### src/hdl/rcc_pkg.sv
// Constants, types and register map of the channel, assessment and strength control block.
// Assumes a single 200 MHz clock and a one-cycle-latency register port.
package rcc_pkg;
  // ==========================================================
  // Register offsets
  localparam logic [9:0] OFF_BEACON_TX_CONTROL_ONE = 10'h025;
  localparam logic [9:0] OFF_RF_MODE_CONTROL = 10'h036;
  localparam logic [9:0] OFF_ASSESSMENT_CONFIG = 10'h03a;
  localparam logic [9:0] OFF_STRENGTH_MEASURE_CONTROL = 10'h03e;
  localparam logic [9:0] OFF_ENERGY_THRESHOLD = 10'h03f;
  localparam logic [9:0] OFF_RF_FREQUENCY_CONFIG = 10'h200;
  localparam logic [9:0] OFF_SIGNAL_STRENGTH_RESULT = 10'h210;
  // ==========================================================
  // Field positions
  localparam int CHANNEL_LSB = 4;
  localparam int RF_FSM_RESET_BIT = 2;
  localparam int MODE_LSB = 6;
  localparam int CS_THRESHOLD_LSB = 2;
  localparam int AVG_COUNT_LSB = 4;
  localparam int REQUEST_BIT = 7;
  localparam int APPEND_BIT = 6;
  localparam int READY_BIT = 0;
  // ==========================================================
  // Reset values
  localparam logic [7:0] RST_BEACON_TX_CONTROL_ONE = 8'h00;
  localparam logic [7:0] RST_RF_MODE_CONTROL = 8'h00;
  localparam logic [7:0] RST_ASSESSMENT_CONFIG = 8'h00;
  localparam logic [7:0] RST_STRENGTH_MEASURE_CONTROL = 8'h00;
  localparam logic [7:0] RST_ENERGY_THRESHOLD = 8'h00;
  localparam logic [7:0] RST_RF_FREQUENCY_CONFIG = 8'h03;
  localparam logic [7:0] RST_SIGNAL_STRENGTH_RESULT = 8'h00;
  // ==========================================================
  // Timing
  localparam int CLK_MHZ = 200;
  localparam int SYMBOL_NS = 16000;
  localparam int SYMBOL_CYCLES = SYMBOL_NS * CLK_MHZ / 1000;
  localparam int MEASURE_SYMBOLS = 8;
  localparam int CALIBRATE_US = 192;
  localparam int CALIBRATE_CYCLES = CALIBRATE_US * CLK_MHZ;
  // ==========================================================
  // Types
  typedef enum logic [1:0]
  {
    MODE_NONE = 2'b00,
    MODE_CARRIER = 2'b01,
    MODE_ENERGY = 2'b10,
    MODE_BOTH = 2'b11
  } rcc_mode_e;

  typedef enum logic [1:0]
  {
    ST_IDLE = 2'b00,
    ST_MEASURE = 2'b01,
    ST_CALIB = 2'b10
  } rcc_state_e;

  typedef struct packed
  {
    logic [9:0] addr;
    logic [7:0] wdata;
    logic wr;
    logic rd;
  } rcc_bus_s;

  typedef struct packed
  {
    logic carrier;
    logic [3:0] corr;
    logic [7:0] energy;
  } rcc_radio_s;
endpackage

### src/hdl/rcc_top.sv
// Register bank and control logic for channel, clear channel assessment and strength.
// Assumes a host on the plain register port and radio front-end inputs on SYS_CLK.
// Radio and packet inputs come from logic on the same clock, so none is synchronised.
// The averaging count field is kept for software; the measurement is fixed at 8 symbols.
//
// Implementation choice: the address-and-strobe port.
`timescale 1ns/100ps
`default_nettype none
module rcc_top
  import rcc_pkg::*;
#(
  parameter int CAL_CYCLES = CALIBRATE_CYCLES,
  parameter int SYM_CYCLES = SYMBOL_CYCLES
)
(
  // Clock and reset
  input wire logic SYS_CLK,
  input wire logic SYS_RST,
  // Register port
  input wire logic [9:0] REG_ADDR,
  input wire logic [7:0] REG_WDATA,
  input wire logic REG_WR,
  input wire logic REG_RD,
  output logic [7:0] REG_RDATA,
  // Radio front end, same clock
  input wire logic RADIO_CARRIER,
  input wire logic [3:0] RADIO_CORR,
  input wire logic [7:0] RADIO_ENERGY,
  // Packet receive events
  input wire logic PKT_END,
  input wire logic PKT_GOOD,
  // Channel and calibration
  output logic [3:0] CHANNEL,
  output logic RF_FSM_RESET,
  output logic CALIBRATING,
  // Assessment and appended strength
  output logic MEDIUM_BUSY,
  output logic APPEND_VALID,
  output logic [7:0] APPEND_BYTE
);
  // Bundled inputs
  rcc_bus_s bus;
  rcc_radio_s radio;
  // Register storage
  logic [7:0] beacon_tx_control_one;
  logic [7:0] rf_mode_control;
  logic [7:0] assessment_config;
  logic [7:0] strength_measure_control;
  logic [7:0] energy_threshold;
  logic [7:0] rf_frequency_config;
  logic [7:0] signal_strength_result;
  // Sequencer state
  rcc_state_e state;
  rcc_state_e next_state;
  logic [21:0] count;
  logic [21:0] next_count;
  logic [3:0] sym_left;
  logic [3:0] next_sym_left;
  logic [11:0] acc;
  logic [11:0] next_acc;
  // Decode and selection results
  logic [7:0] avg;
  logic [7:0] ready_sample;
  logic [7:0] rd_mux;
  rcc_mode_e mode;
  logic next_busy;
  logic next_append_valid;
  logic [7:0] next_smc;

  // ==========================================================
  // Bus and radio bundles
  assign bus = '{addr: REG_ADDR, wdata: REG_WDATA, wr: REG_WR, rd: REG_RD};
  assign radio = '{carrier: RADIO_CARRIER, corr: RADIO_CORR, energy: RADIO_ENERGY};

  // Write decode
  // A write to an unmapped offset matches nothing and is dropped
  function automatic logic hit(input rcc_bus_s b, input logic [9:0] off);
    hit = b.wr && (b.addr == off);
  endfunction

  wire wr_btc = hit(bus, OFF_BEACON_TX_CONTROL_ONE);
  wire wr_rfc = hit(bus, OFF_RF_MODE_CONTROL);
  wire wr_asc = hit(bus, OFF_ASSESSMENT_CONFIG);
  wire wr_smc = hit(bus, OFF_STRENGTH_MEASURE_CONTROL);
  wire wr_eth = hit(bus, OFF_ENERGY_THRESHOLD);
  wire wr_rff = hit(bus, OFF_RF_FREQUENCY_CONFIG);
  wire request = wr_smc && bus.wdata[REQUEST_BIT];
  wire [3:0] cs_threshold = assessment_config[CS_THRESHOLD_LSB +: 4];
  wire [1:0] avg_sel = beacon_tx_control_one[AVG_COUNT_LSB +: 2];
  wire energy_above = radio.energy > energy_threshold;
  wire carrier_seen = radio.carrier && (radio.corr >= cs_threshold);
  wire fsm_reset_fall = wr_rfc && rf_mode_control[RF_FSM_RESET_BIT]
    && !bus.wdata[RF_FSM_RESET_BIT];
  // Completion: boundary of the last symbol, one cycle wide
  wire done = (state == ST_MEASURE) && (count == 22'h000000) && (sym_left == 4'h1);

  // ==========================================================
  // Configuration registers; contents survive the RF machine reset
  always_ff @(posedge SYS_CLK or posedge SYS_RST)
  begin
    if (SYS_RST)
    begin
      beacon_tx_control_one <= RST_BEACON_TX_CONTROL_ONE;
      rf_mode_control <= RST_RF_MODE_CONTROL;
      assessment_config <= RST_ASSESSMENT_CONFIG;
      energy_threshold <= RST_ENERGY_THRESHOLD;
      rf_frequency_config <= RST_RF_FREQUENCY_CONFIG;
    end
    else
    begin
      // Reserved low nibble reads zero
      if (wr_btc)
        beacon_tx_control_one <= {bus.wdata[7:4], 4'h0};
      // Top three bits are reserved
      if (wr_rfc)
        rf_mode_control <= {3'h0, bus.wdata[4:0]};
      // Mode and carrier threshold; two reserved bits
      if (wr_asc)
        assessment_config <= {bus.wdata[7:2], 2'h0};
      // Full byte, same scale as the strength value
      if (wr_eth)
        energy_threshold <= bus.wdata;
      // Option nibble is stored as written; keeping it is up to the host
      if (wr_rff)
        rf_frequency_config <= bus.wdata;
    end
  end

  // ==========================================================
  // Next strength control. Ready set by completion wins over a request
  // clearing it in the same cycle; the append enable of such a write is
  // still taken so that no host setting is lost. Bits 5..1 stay zero.
  always_comb
  begin
    next_smc = strength_measure_control;
    if (done)
    begin
      next_smc[REQUEST_BIT] = 1'b0;
      next_smc[READY_BIT] = 1'b1;
      if (wr_smc)
        next_smc[APPEND_BIT] = bus.wdata[APPEND_BIT];
    end
    else if (wr_smc)
    begin
      next_smc[REQUEST_BIT] = bus.wdata[REQUEST_BIT];
      next_smc[APPEND_BIT] = bus.wdata[APPEND_BIT];
      if (request)
        next_smc[READY_BIT] = 1'b0;
    end
  end

  // Strength control register
  always_ff @(posedge SYS_CLK or posedge SYS_RST)
  begin
    if (SYS_RST)
      strength_measure_control <= RST_STRENGTH_MEASURE_CONTROL;
    else
      strength_measure_control <= next_smc;
  end

  // ==========================================================
  // Measurement and calibration sequencer
  // A request in idle starts eight symbol counts from a cleared sum.
  // At each symbol boundary one energy sample is added; the sum of
  // eight bytes needs eleven bits, so the twelve-bit sum never wraps.
  // A falling machine-reset bit forces calibration from any state and
  // drops a measurement in flight; ready then stays clear until the
  // host asks again. Requests made during calibration are ignored,
  // which is why the host must wait out the calibration time.
  // Average comes from the sum including the last sample: floor of sum / 8
  assign avg = next_acc[10:3];
  always_comb
  begin
    next_state = state;
    next_count = count;
    next_sym_left = sym_left;
    next_acc = acc;
    case (state)
      ST_IDLE:
      begin
        if (request)
        begin
          next_state = ST_MEASURE;
          next_count = 22'(SYM_CYCLES - 1);
          next_sym_left = 4'(MEASURE_SYMBOLS);
          next_acc = 12'h000;
        end
      end
      ST_MEASURE:
      begin
        if (count == 22'h000000)
        begin
          next_acc = acc + {4'h0, radio.energy};
          next_count = 22'(SYM_CYCLES - 1);
          next_sym_left = sym_left - 4'h1;
          if (sym_left == 4'h1)
            next_state = ST_IDLE;
        end
        else
          next_count = count - 22'h000001;
      end
      ST_CALIB:
      begin
        if (count == 22'h000000)
          next_state = ST_IDLE;
        else
          next_count = count - 22'h000001;
      end
      default:
        next_state = ST_IDLE;
    endcase
    // A falling machine-reset bit always restarts calibration; a measurement in flight is dropped
    if (fsm_reset_fall)
    begin
      next_state = ST_CALIB;
      next_count = 22'(CAL_CYCLES - 1);
    end
  end

  // Sequencer registers
  always_ff @(posedge SYS_CLK or posedge SYS_RST)
  begin
    if (SYS_RST)
    begin
      state <= ST_IDLE;
      count <= 22'h000000;
      sym_left <= 4'h0;
      acc <= 12'h000;
    end
    else
    begin
      state <= next_state;
      count <= next_count;
      sym_left <= next_sym_left;
      acc <= next_acc;
    end
  end

  // Result register takes the average on completion and holds it
  // until the next completion; an aborted run leaves it as it was
  always_ff @(posedge SYS_CLK or posedge SYS_RST)
  begin
    if (SYS_RST)
      signal_strength_result <= RST_SIGNAL_STRENGTH_RESULT;
    else if (done)
      signal_strength_result <= avg;
  end

  // ==========================================================
  // Assessment mode decode from the config register
  assign mode = rcc_mode_e'(assessment_config[MODE_LSB +: 2]);

  // Busy per mode; mode 00 never reports busy. Carrier compare is at or
  // above its threshold, energy strictly above, so energy equal to the
  // threshold reads idle.
  always_comb
  begin
    next_busy = 1'b0;
    case (mode)
      MODE_ENERGY:
        next_busy = energy_above;
      MODE_CARRIER:
        next_busy = carrier_seen;
      MODE_BOTH:
        next_busy = carrier_seen && energy_above;
      default:
        next_busy = 1'b0;
    endcase
  end

  // Strength octet goes last, after check and quality octets; a bad
  // packet gets no octet, as the receive buffer discards it anyway
  assign next_append_valid = PKT_END && PKT_GOOD
    && strength_measure_control[APPEND_BIT];

  // Registered outputs, one cycle after their inputs
  always_ff @(posedge SYS_CLK or posedge SYS_RST)
  begin
    if (SYS_RST)
    begin
      MEDIUM_BUSY <= 1'b0;
      APPEND_VALID <= 1'b0;
      APPEND_BYTE <= 8'h00;
    end
    else
    begin
      MEDIUM_BUSY <= next_busy;
      APPEND_VALID <= next_append_valid;
      APPEND_BYTE <= radio.energy;
    end
  end

  // Channel and machine reset follow their registers directly, so the
  // radio sees a host write at the very next cycle
  assign CHANNEL = rf_frequency_config[CHANNEL_LSB +: 4];
  assign RF_FSM_RESET = rf_mode_control[RF_FSM_RESET_BIT];
  assign CALIBRATING = (state == ST_CALIB);
  assign ready_sample = strength_measure_control;

  // ==========================================================
  // Read port, data one cycle after the strobe; unmapped reads zero
  // One offset per branch; holes in the map fall through to zero
  always_comb
  begin
    rd_mux = 8'h00;
    if (bus.addr == OFF_BEACON_TX_CONTROL_ONE)
      rd_mux = beacon_tx_control_one;
    else if (bus.addr == OFF_RF_MODE_CONTROL)
      rd_mux = rf_mode_control;
    else if (bus.addr == OFF_ASSESSMENT_CONFIG)
      rd_mux = assessment_config;
    else if (bus.addr == OFF_STRENGTH_MEASURE_CONTROL)
      rd_mux = ready_sample;
    else if (bus.addr == OFF_ENERGY_THRESHOLD)
      rd_mux = energy_threshold;
    else if (bus.addr == OFF_RF_FREQUENCY_CONFIG)
      rd_mux = rf_frequency_config;
    else if (bus.addr == OFF_SIGNAL_STRENGTH_RESULT)
      rd_mux = signal_strength_result;
    else
      rd_mux = 8'h00;
  end

  // Read data register; zero outside the cycle after a read strobe
  always_ff @(posedge SYS_CLK or posedge SYS_RST)
  begin
    if (SYS_RST)
      REG_RDATA <= 8'h00;
    else if (bus.rd)
      REG_RDATA <= rd_mux;
    else
      REG_RDATA <= 8'h00;
  end
endmodule
`default_nettype wire

### config.mk
export PLATFORM = sky130hd
export DESIGN_NAME = rcc_top
export DESIGN_NICKNAME = d
export VERILOG_FILES = /design/src/hdl/rcc_pkg.sv /design/src/hdl/rcc_top.sv
export SDC_FILE = /design/constraint.sdc
export NUM_CORES = 1
export LEC_CHECK = 0
export ABC_AREA = 1
export BUFFER_PORTS_ARGS = -buffer_cell sky130_fd_sc_hd__buf_4
export CAP_MARGIN = 5
export CORE_ASPECT_RATIO = 1.1
export CORE_MARGIN = 2
export CORE_UTILIZATION = 30
export DETAILED_ROUTE_END_ITERATION = 8
export PLACE_DENSITY = 0.56
export SYNTH_ARGS = -nofsm -noshare
export SYNTH_HDL_FRONTEND = slang
export SYNTH_SLANG_ARGS = --single-unit
### constraint.sdc
create_clock -name SYS_CLK -period 4.6 [get_ports SYS_CLK]
set_input_delay 0.92 -clock SYS_CLK [delete_from_list [all_inputs] [get_ports SYS_CLK]]
set_output_delay 0.92 -clock SYS_CLK [all_outputs]
set_load 0.03 [all_outputs]
# Yosys cells after proc, flatten, opt, wreduce, memory -nomap -nowiden
# Cells that the tools add are included.
[word_totals] regBits=100
[classes] order_cmp=2 n_addsub=3 reduce_logical=26 n_mux=32 n_eq_ne=20
[ops] operator="two-way mux 22 bit" count=4
[ops] operator="case mux 22 bit (3 select lines)" count=1
[ops] operator="two-way mux 8 bit" count=8
[ops] operator="equality test 10 x 6 -> 1 bit, second input constant" count=5
[ops] operator="two-way mux 12 bit" count=2
[ops] operator="case mux 12 bit (2 select lines)" count=1
[ops] operator="zero test 22 bit" count=1
[ops] operator="subtractor 22 x 1 -> 22 bit, second input constant" count=1
[ops] operator="equality test 10 bit, second input constant" count=2
[ops] operator="logical AND 1 bit" count=15
[ops] operator="two-way mux 2 bit" count=7
[ops] operator="adder 12 x 8 -> 12 bit" count=1
[ops] operator="> comparator 8 bit" count=1
[ops] operator="two-way mux 4 bit" count=2
[ops] operator="case mux 4 bit (2 select lines)" count=1
[ops] operator="equality test 2 bit, second input constant" count=3
[ops] operator="!= test 3 x 2 -> 1 bit, second input constant" count=2
[ops] operator="!= test 3 bit, second input constant" count=2
[ops] operator="case mux 2 bit (3 select lines)" count=1
[ops] operator="AND reduction 3 bit" count=2
[ops] operator="nonzero test 2 bit" count=3
[ops] operator="equality test 2 x 1 -> 1 bit, second input constant" count=2
[ops] operator="equality test 4 x 1 -> 1 bit, second input constant" count=1
[ops] operator=">= comparator 4 bit" count=1
[ops] operator="11 further kinds" count=14

# Longest topological paths before layout
[logic_depth] ltp_word=9 mapped_depth=14 depth_no_buf=14

# Least setup slack after synthesis
# OpenSTA, ideal clock, no wires.
[synth_path] kind="input to register" from="input port RADIO_ENERGY[0]" to="register signal_strength_result[5]" path_slack_ns=2.234 path_stages=13 required_ns=4.484 arrival_time_ns=2.250 setup_time_ns=0.116 cell_sequence="ha_1 -> inv_1 -> fa_1 -> inv_1 -> nand2_1 -> o21bai_1 -> nand2_1 -> nand2_1 -> nand3_1 -> nand3_1 -> nand3_1 -> nand2_1 -> nand2_1"
[synth_between] elab_chain_len=3
[synth_lines] element="start: declaration" line="rcc_top.sv:28" text="input wire logic [7:0] RADIO_ENERGY,"
[synth_lines] element="adder 12 x 8 -> 12 bit" line="rcc_top.sv:193" text="next_acc = acc + {4'h0, radio.energy};"
[synth_lines] element="two-way mux 12 bit" line="rcc_top.sv:191" text="if (count == 22'h000000)"
[synth_lines] element="case mux 12 bit (2 select lines)" line="rcc_top.sv:178" text="case (state)"
[synth_lines] element="via next_acc[8]" line="rcc_top.sv:60" text="logic [11:0] next_acc;"
[synth_lines] element="end signal: assignment" line="rcc_top.sv:246" text="signal_strength_result <= avg;"
[synth_lines] element="end: declaration" line="rcc_top.sv:51" text="logic [7:0] signal_strength_result;"
# The timed path passes the listed nets, and every way through them passes these cells. The select of a mux whose other input is x is not followed.
# A chain may end at the register's enable or synchronous reset.

# Worst setup path after layout
[layout_path] from="input port REG_ADDR[7]" to="register count[6]"
[layout_between] elab_chain_len=6 word_cells_on_any_way=12
[layout_lines] element="start: declaration" line="rcc_top.sv:20" text="input wire logic [9:0] REG_ADDR,"
[layout_lines] element="equality test 10 x 6 -> 1 bit" line="rcc_top.sv:78" text="hit = b.wr && (b.addr == off);"
[layout_lines] element="logical AND 1 bit" line="rcc_top.sv:78"
[layout_lines] element="logical AND 1 bit" line="rcc_top.sv:92" text="wire fsm_reset_fall = wr_rfc && rf_mode_control[RF_FSM_RESET_BIT]"
[layout_lines] element="logical AND 1 bit" line="rcc_top.sv:93" text="&& !bus.wdata[RF_FSM_RESET_BIT];"
[layout_lines] element="!= test 3 bit (no line) or nonzero test 4 bit (tied branches)"
[layout_lines] element="AND reduction 3 bit (no line)"
[layout_lines] element="end signal: assignment" line="rcc_top.sv:233" text="count <= next_count;"
[layout_lines] element="end: declaration" line="rcc_top.sv:55" text="logic [21:0] count;"
# Several ways; a longest one is shown, not always the timed one.

==> flow_metrics.tcl <==
set metrics [dict create \
    arrival_ns 3.04 \
    synth_fp_nets 905 \
    critPathSlowestCell "nand4_1" \
    cp_slowest_stage_delay_ns 0.44 \
    cts_tree "yes" \
    dieArea_sq_um 21400 \
    antenna_found_initial 0 \
    required_ns 4.86 \
    yosysWarnings 0 \
    seq_area_frac_synth_pct 40.8 \
    vias 5501 \
    cellPowerDensity_nw_per_um2 376 \
    final_hold_viol_count 0 \
    drt_iter0_drc 342 \
    rows 54 \
    numCtsBuffers 9 \
    path_buf_inv 1 \
    setup_viol_count_final 0 \
    synthCells 840 \
    io_pins 61 \
    syn_to_final_growth_pct 16.4 \
    overflow 0 \
    remaining_drc_errors 0 \
    io_buffers 60 \
    post_cts.repair.setup_buffers 0 \
    fmax_mhz 360 \
    cp_common_cell "nand2_1" \
    synthDistinctLibCells 42 \
    crit_fanout 22 \
    track_usage_pct 15.6 \
    totalWireLength_um 16300 \
    diodes 0 \
    avgSynthCellArea_sq_um 7.23 \
    tightest_slew_ns 1.09 \
    core_sq_um 19900 \
    finalNetCount 964 \
    path_class "in -> reg" \
    cp_cell_sequence "buf_4 -> nor2_2 -> nand2_1 -> nor2_2 -> nand4_1 -> nand2_1 -> nor2_1 -> nor2_4 -> o21ai_0 -> nand2_1 -> nand2_1" \
    synth_top_area_share_pct 40.0 \
    relSlewSlack_pct 26.6 \
    clk_latency_ns 0.37 \
    synth-seq-cells 99 \
    clockRootBuffer "clkbuf_16" \
    dp.cells 1140 \
    synth.area.top_cells "dfrtp_1, nand2_1, inv_1" \
    drtPass1Iterations 5 \
    die_h_um 153 \
    p_leak_nw 3.66 \
    cts_buffer_depth 2 \
    grt_pass1_wl_um 26800 \
    cts_resized 0 \
    dieWidth_um 140 \
    maxCapViolCount 0 \
    holdBufCountCts 0 \
    grt_pass1_vias 5282 \
    stdcell_count 1156 \
    clk_pin_slew_worst_paths_ns 0.08 \
    fillers 2144 \
    rsz0062_at_grt "false" \
    gp_congestion 0.896 \
    slew_violations 0 \
    dp_hpwl_um 12600 \
    status "finished clean" \
    synth_area_sq_um 6080 \
    worst_setup_path_start_kind "input pin" \
    avgViaCountPerCell 4.76 \
    drive_gt1_share_pct 13.3 \
    period_share_pct 60.4 \
    drt.antenna.violating_nets 0 \
    wl_per_cell_um 14.1 \
    grt_start_max_net_pins 49 \
    ff2ff_setup_slack_ns 2.42 \
    end_kind "flop" \
    cts.sinks 99 \
    yosys.area.top_type "dfrtp_1" \
    skew_ns 0.00973 \
    finalCriticalPeriod_ns 2.78 \
    cpLargestDelayFamily "simple AND/OR/NAND/NOR gates" \
    start_util_pct 30.6 \
    hp-class "reg -> reg" \
    worst_ir_drop_vdd_mv 0.195 \
    setup_tns_ns 0 \
    htreeDepth 3 \
]
[where the power goes]
group / total (mW) / internal [mW] / switching (mW)
clock: 0.798 / 0.392 / 0.406
combinational: 0.833 / 0.254 / 0.579
sequential: 1.03 / 0.955 / 0.0709
total: 2.66 / 1.60 / 1.06
[metrics by stage]
step	utilization, %	total power, mW	cell area [sq um]	setup WS, ns	hold slack [ns]
finish	35.6	2.66	7070	1.82	0.487
global route	35.6	2.84	7070	1.53	0.511
CTS	35.6	2.69	7070	1.78	0.489
detailed placement	34.0	1.88	6760	1.42	0.469
global placement	34.0	1.88	6760	1.49	0.458
floorplan	-	1.68	6080	1.09	0.439
[state kept, by name, summed over array words and instances, names as in the netlist]
name and flops:
count 22, acc 11, APPEND_BYTE 8, REG_RDATA 8
energy_threshold 8, rf_frequency_config 8, signal_strength_result 8, assessment_config 6
rf_mode_control 5, beacon_tx_control_one 4, sym_left 4, ready_sample 3
state 2, APPEND_VALID 1, MEDIUM_BUSY 1
[cells in the final DEF (no fill, tap or decap), types with 3 or more instances in the layout]
cell	n
nor2_2	10
inv_2	7
clkbuf_16	9
xor2_1	5
dfrtp_1	97
nand4_1	17
nor2_1	64
nand3_1	82
inv_8	3
o21ai_1	21
nor2_4	6
nor3_1	6
o21ai_0	56
inv_1	110
a21oi_1	22
nand3_2	3
buf_4	62
nand2_2	7
ha_1	27
nand2_1	257
o211ai_1	3
[synthesized netlist by cell type]
master,n
nor3_2,2
inv_1,111
o21ai_1,21
o21a_1,1
nor2_2,10
o22ai_1,2
fa_1,1
nand3_4,1
dfstp_2,2
o211a_1,1
a21boi_0,1
or2_0,1
clkbuf_1,3
nand4_1,17
nand3_1,82
clkinv_2,1
o211ai_1,3
buf_6,3
nand2_2,7
inv_2,7
nor2_1,64
nand3_2,3
or2_2,1
buf_4,5
o31ai_1,1
a21oi_1,22
nor4_1,2
dfrtp_1,97
nor2_4,6
o21bai_1,2
nand2_1,257
nor3_1,6
a41oi_1,1
xor2_1,5
o21ai_0,56
and2_1,1
nand4_2,1
xnor2_1,1
buf_2,3
ha_1,27
mux2i_1,1
a31oi_1,1
[per-layer routing]
| layer | GRT usage [%] | wire length [um] |
|---|---|---|
| met1 | 19.6 | 7350 |
| met2 | 26.1 | 7760 |
| met3 | 2.82 | 688 |
| met4 | 6.81 | 546 |
| met5 | 0 | 0 |
[path summary, 6_finish.rpt]
check / startpoint / end / cells past startpoint
worst max-delay path: REG_ADDR[7] / count[6] / 11
worst min register to register: rf_mode_control[3] / rf_mode_control[3] / 2
min in group asynchronous: SYS_RST / APPEND_VALID / 2
max in group asynchronous: SYS_RST / rf_frequency_config[1] / 3
worst min-delay path: rf_mode_control[3] / rf_mode_control[3] / 2
worst max register to register: state[0] / count[6] / 9
[worst reg2reg max path, stage by stage (launching register included)]
cell     delay [ns]
dfrtp_1        0.42
inv_1          0.10
ha_1           0.49
inv_1          0.16
nand3_2        0.11
nand2_2        0.08
nor2_4         0.39
o21ai_0        0.19
nand2_1        0.09
nand2_1        0.05
[kinds of logic after synthesis]
| logic type | count (synthesis) | share of synthesized area [%] |
|---|---|---|
| buf+inv | 133 | 8.98 |
| xor+xnor | 6 | 0.865 |
| compound gates | 112 | 9.76 |
| mux | 1 | 0.165 |
| fa+ha+maj | 28 | 5.89 |
| flops | 99 | 40.8 |
| simple gates | 461 | 33.5 |
[final cells by class]
type	instances	area [sq um]	area share, %
Sequential cell	99	2480	35.1
Clock buffer	9	225	3.19
Multi-Input combinational cell	608	3050	43.1
Tap cell	252	315	4.46
Timing Repair Buffer	62	465	6.58
Inverter	119	450	6.37
Clock inverter	7	83.8	1.19
Note: power is estimated with default switching activity, not from simulation.
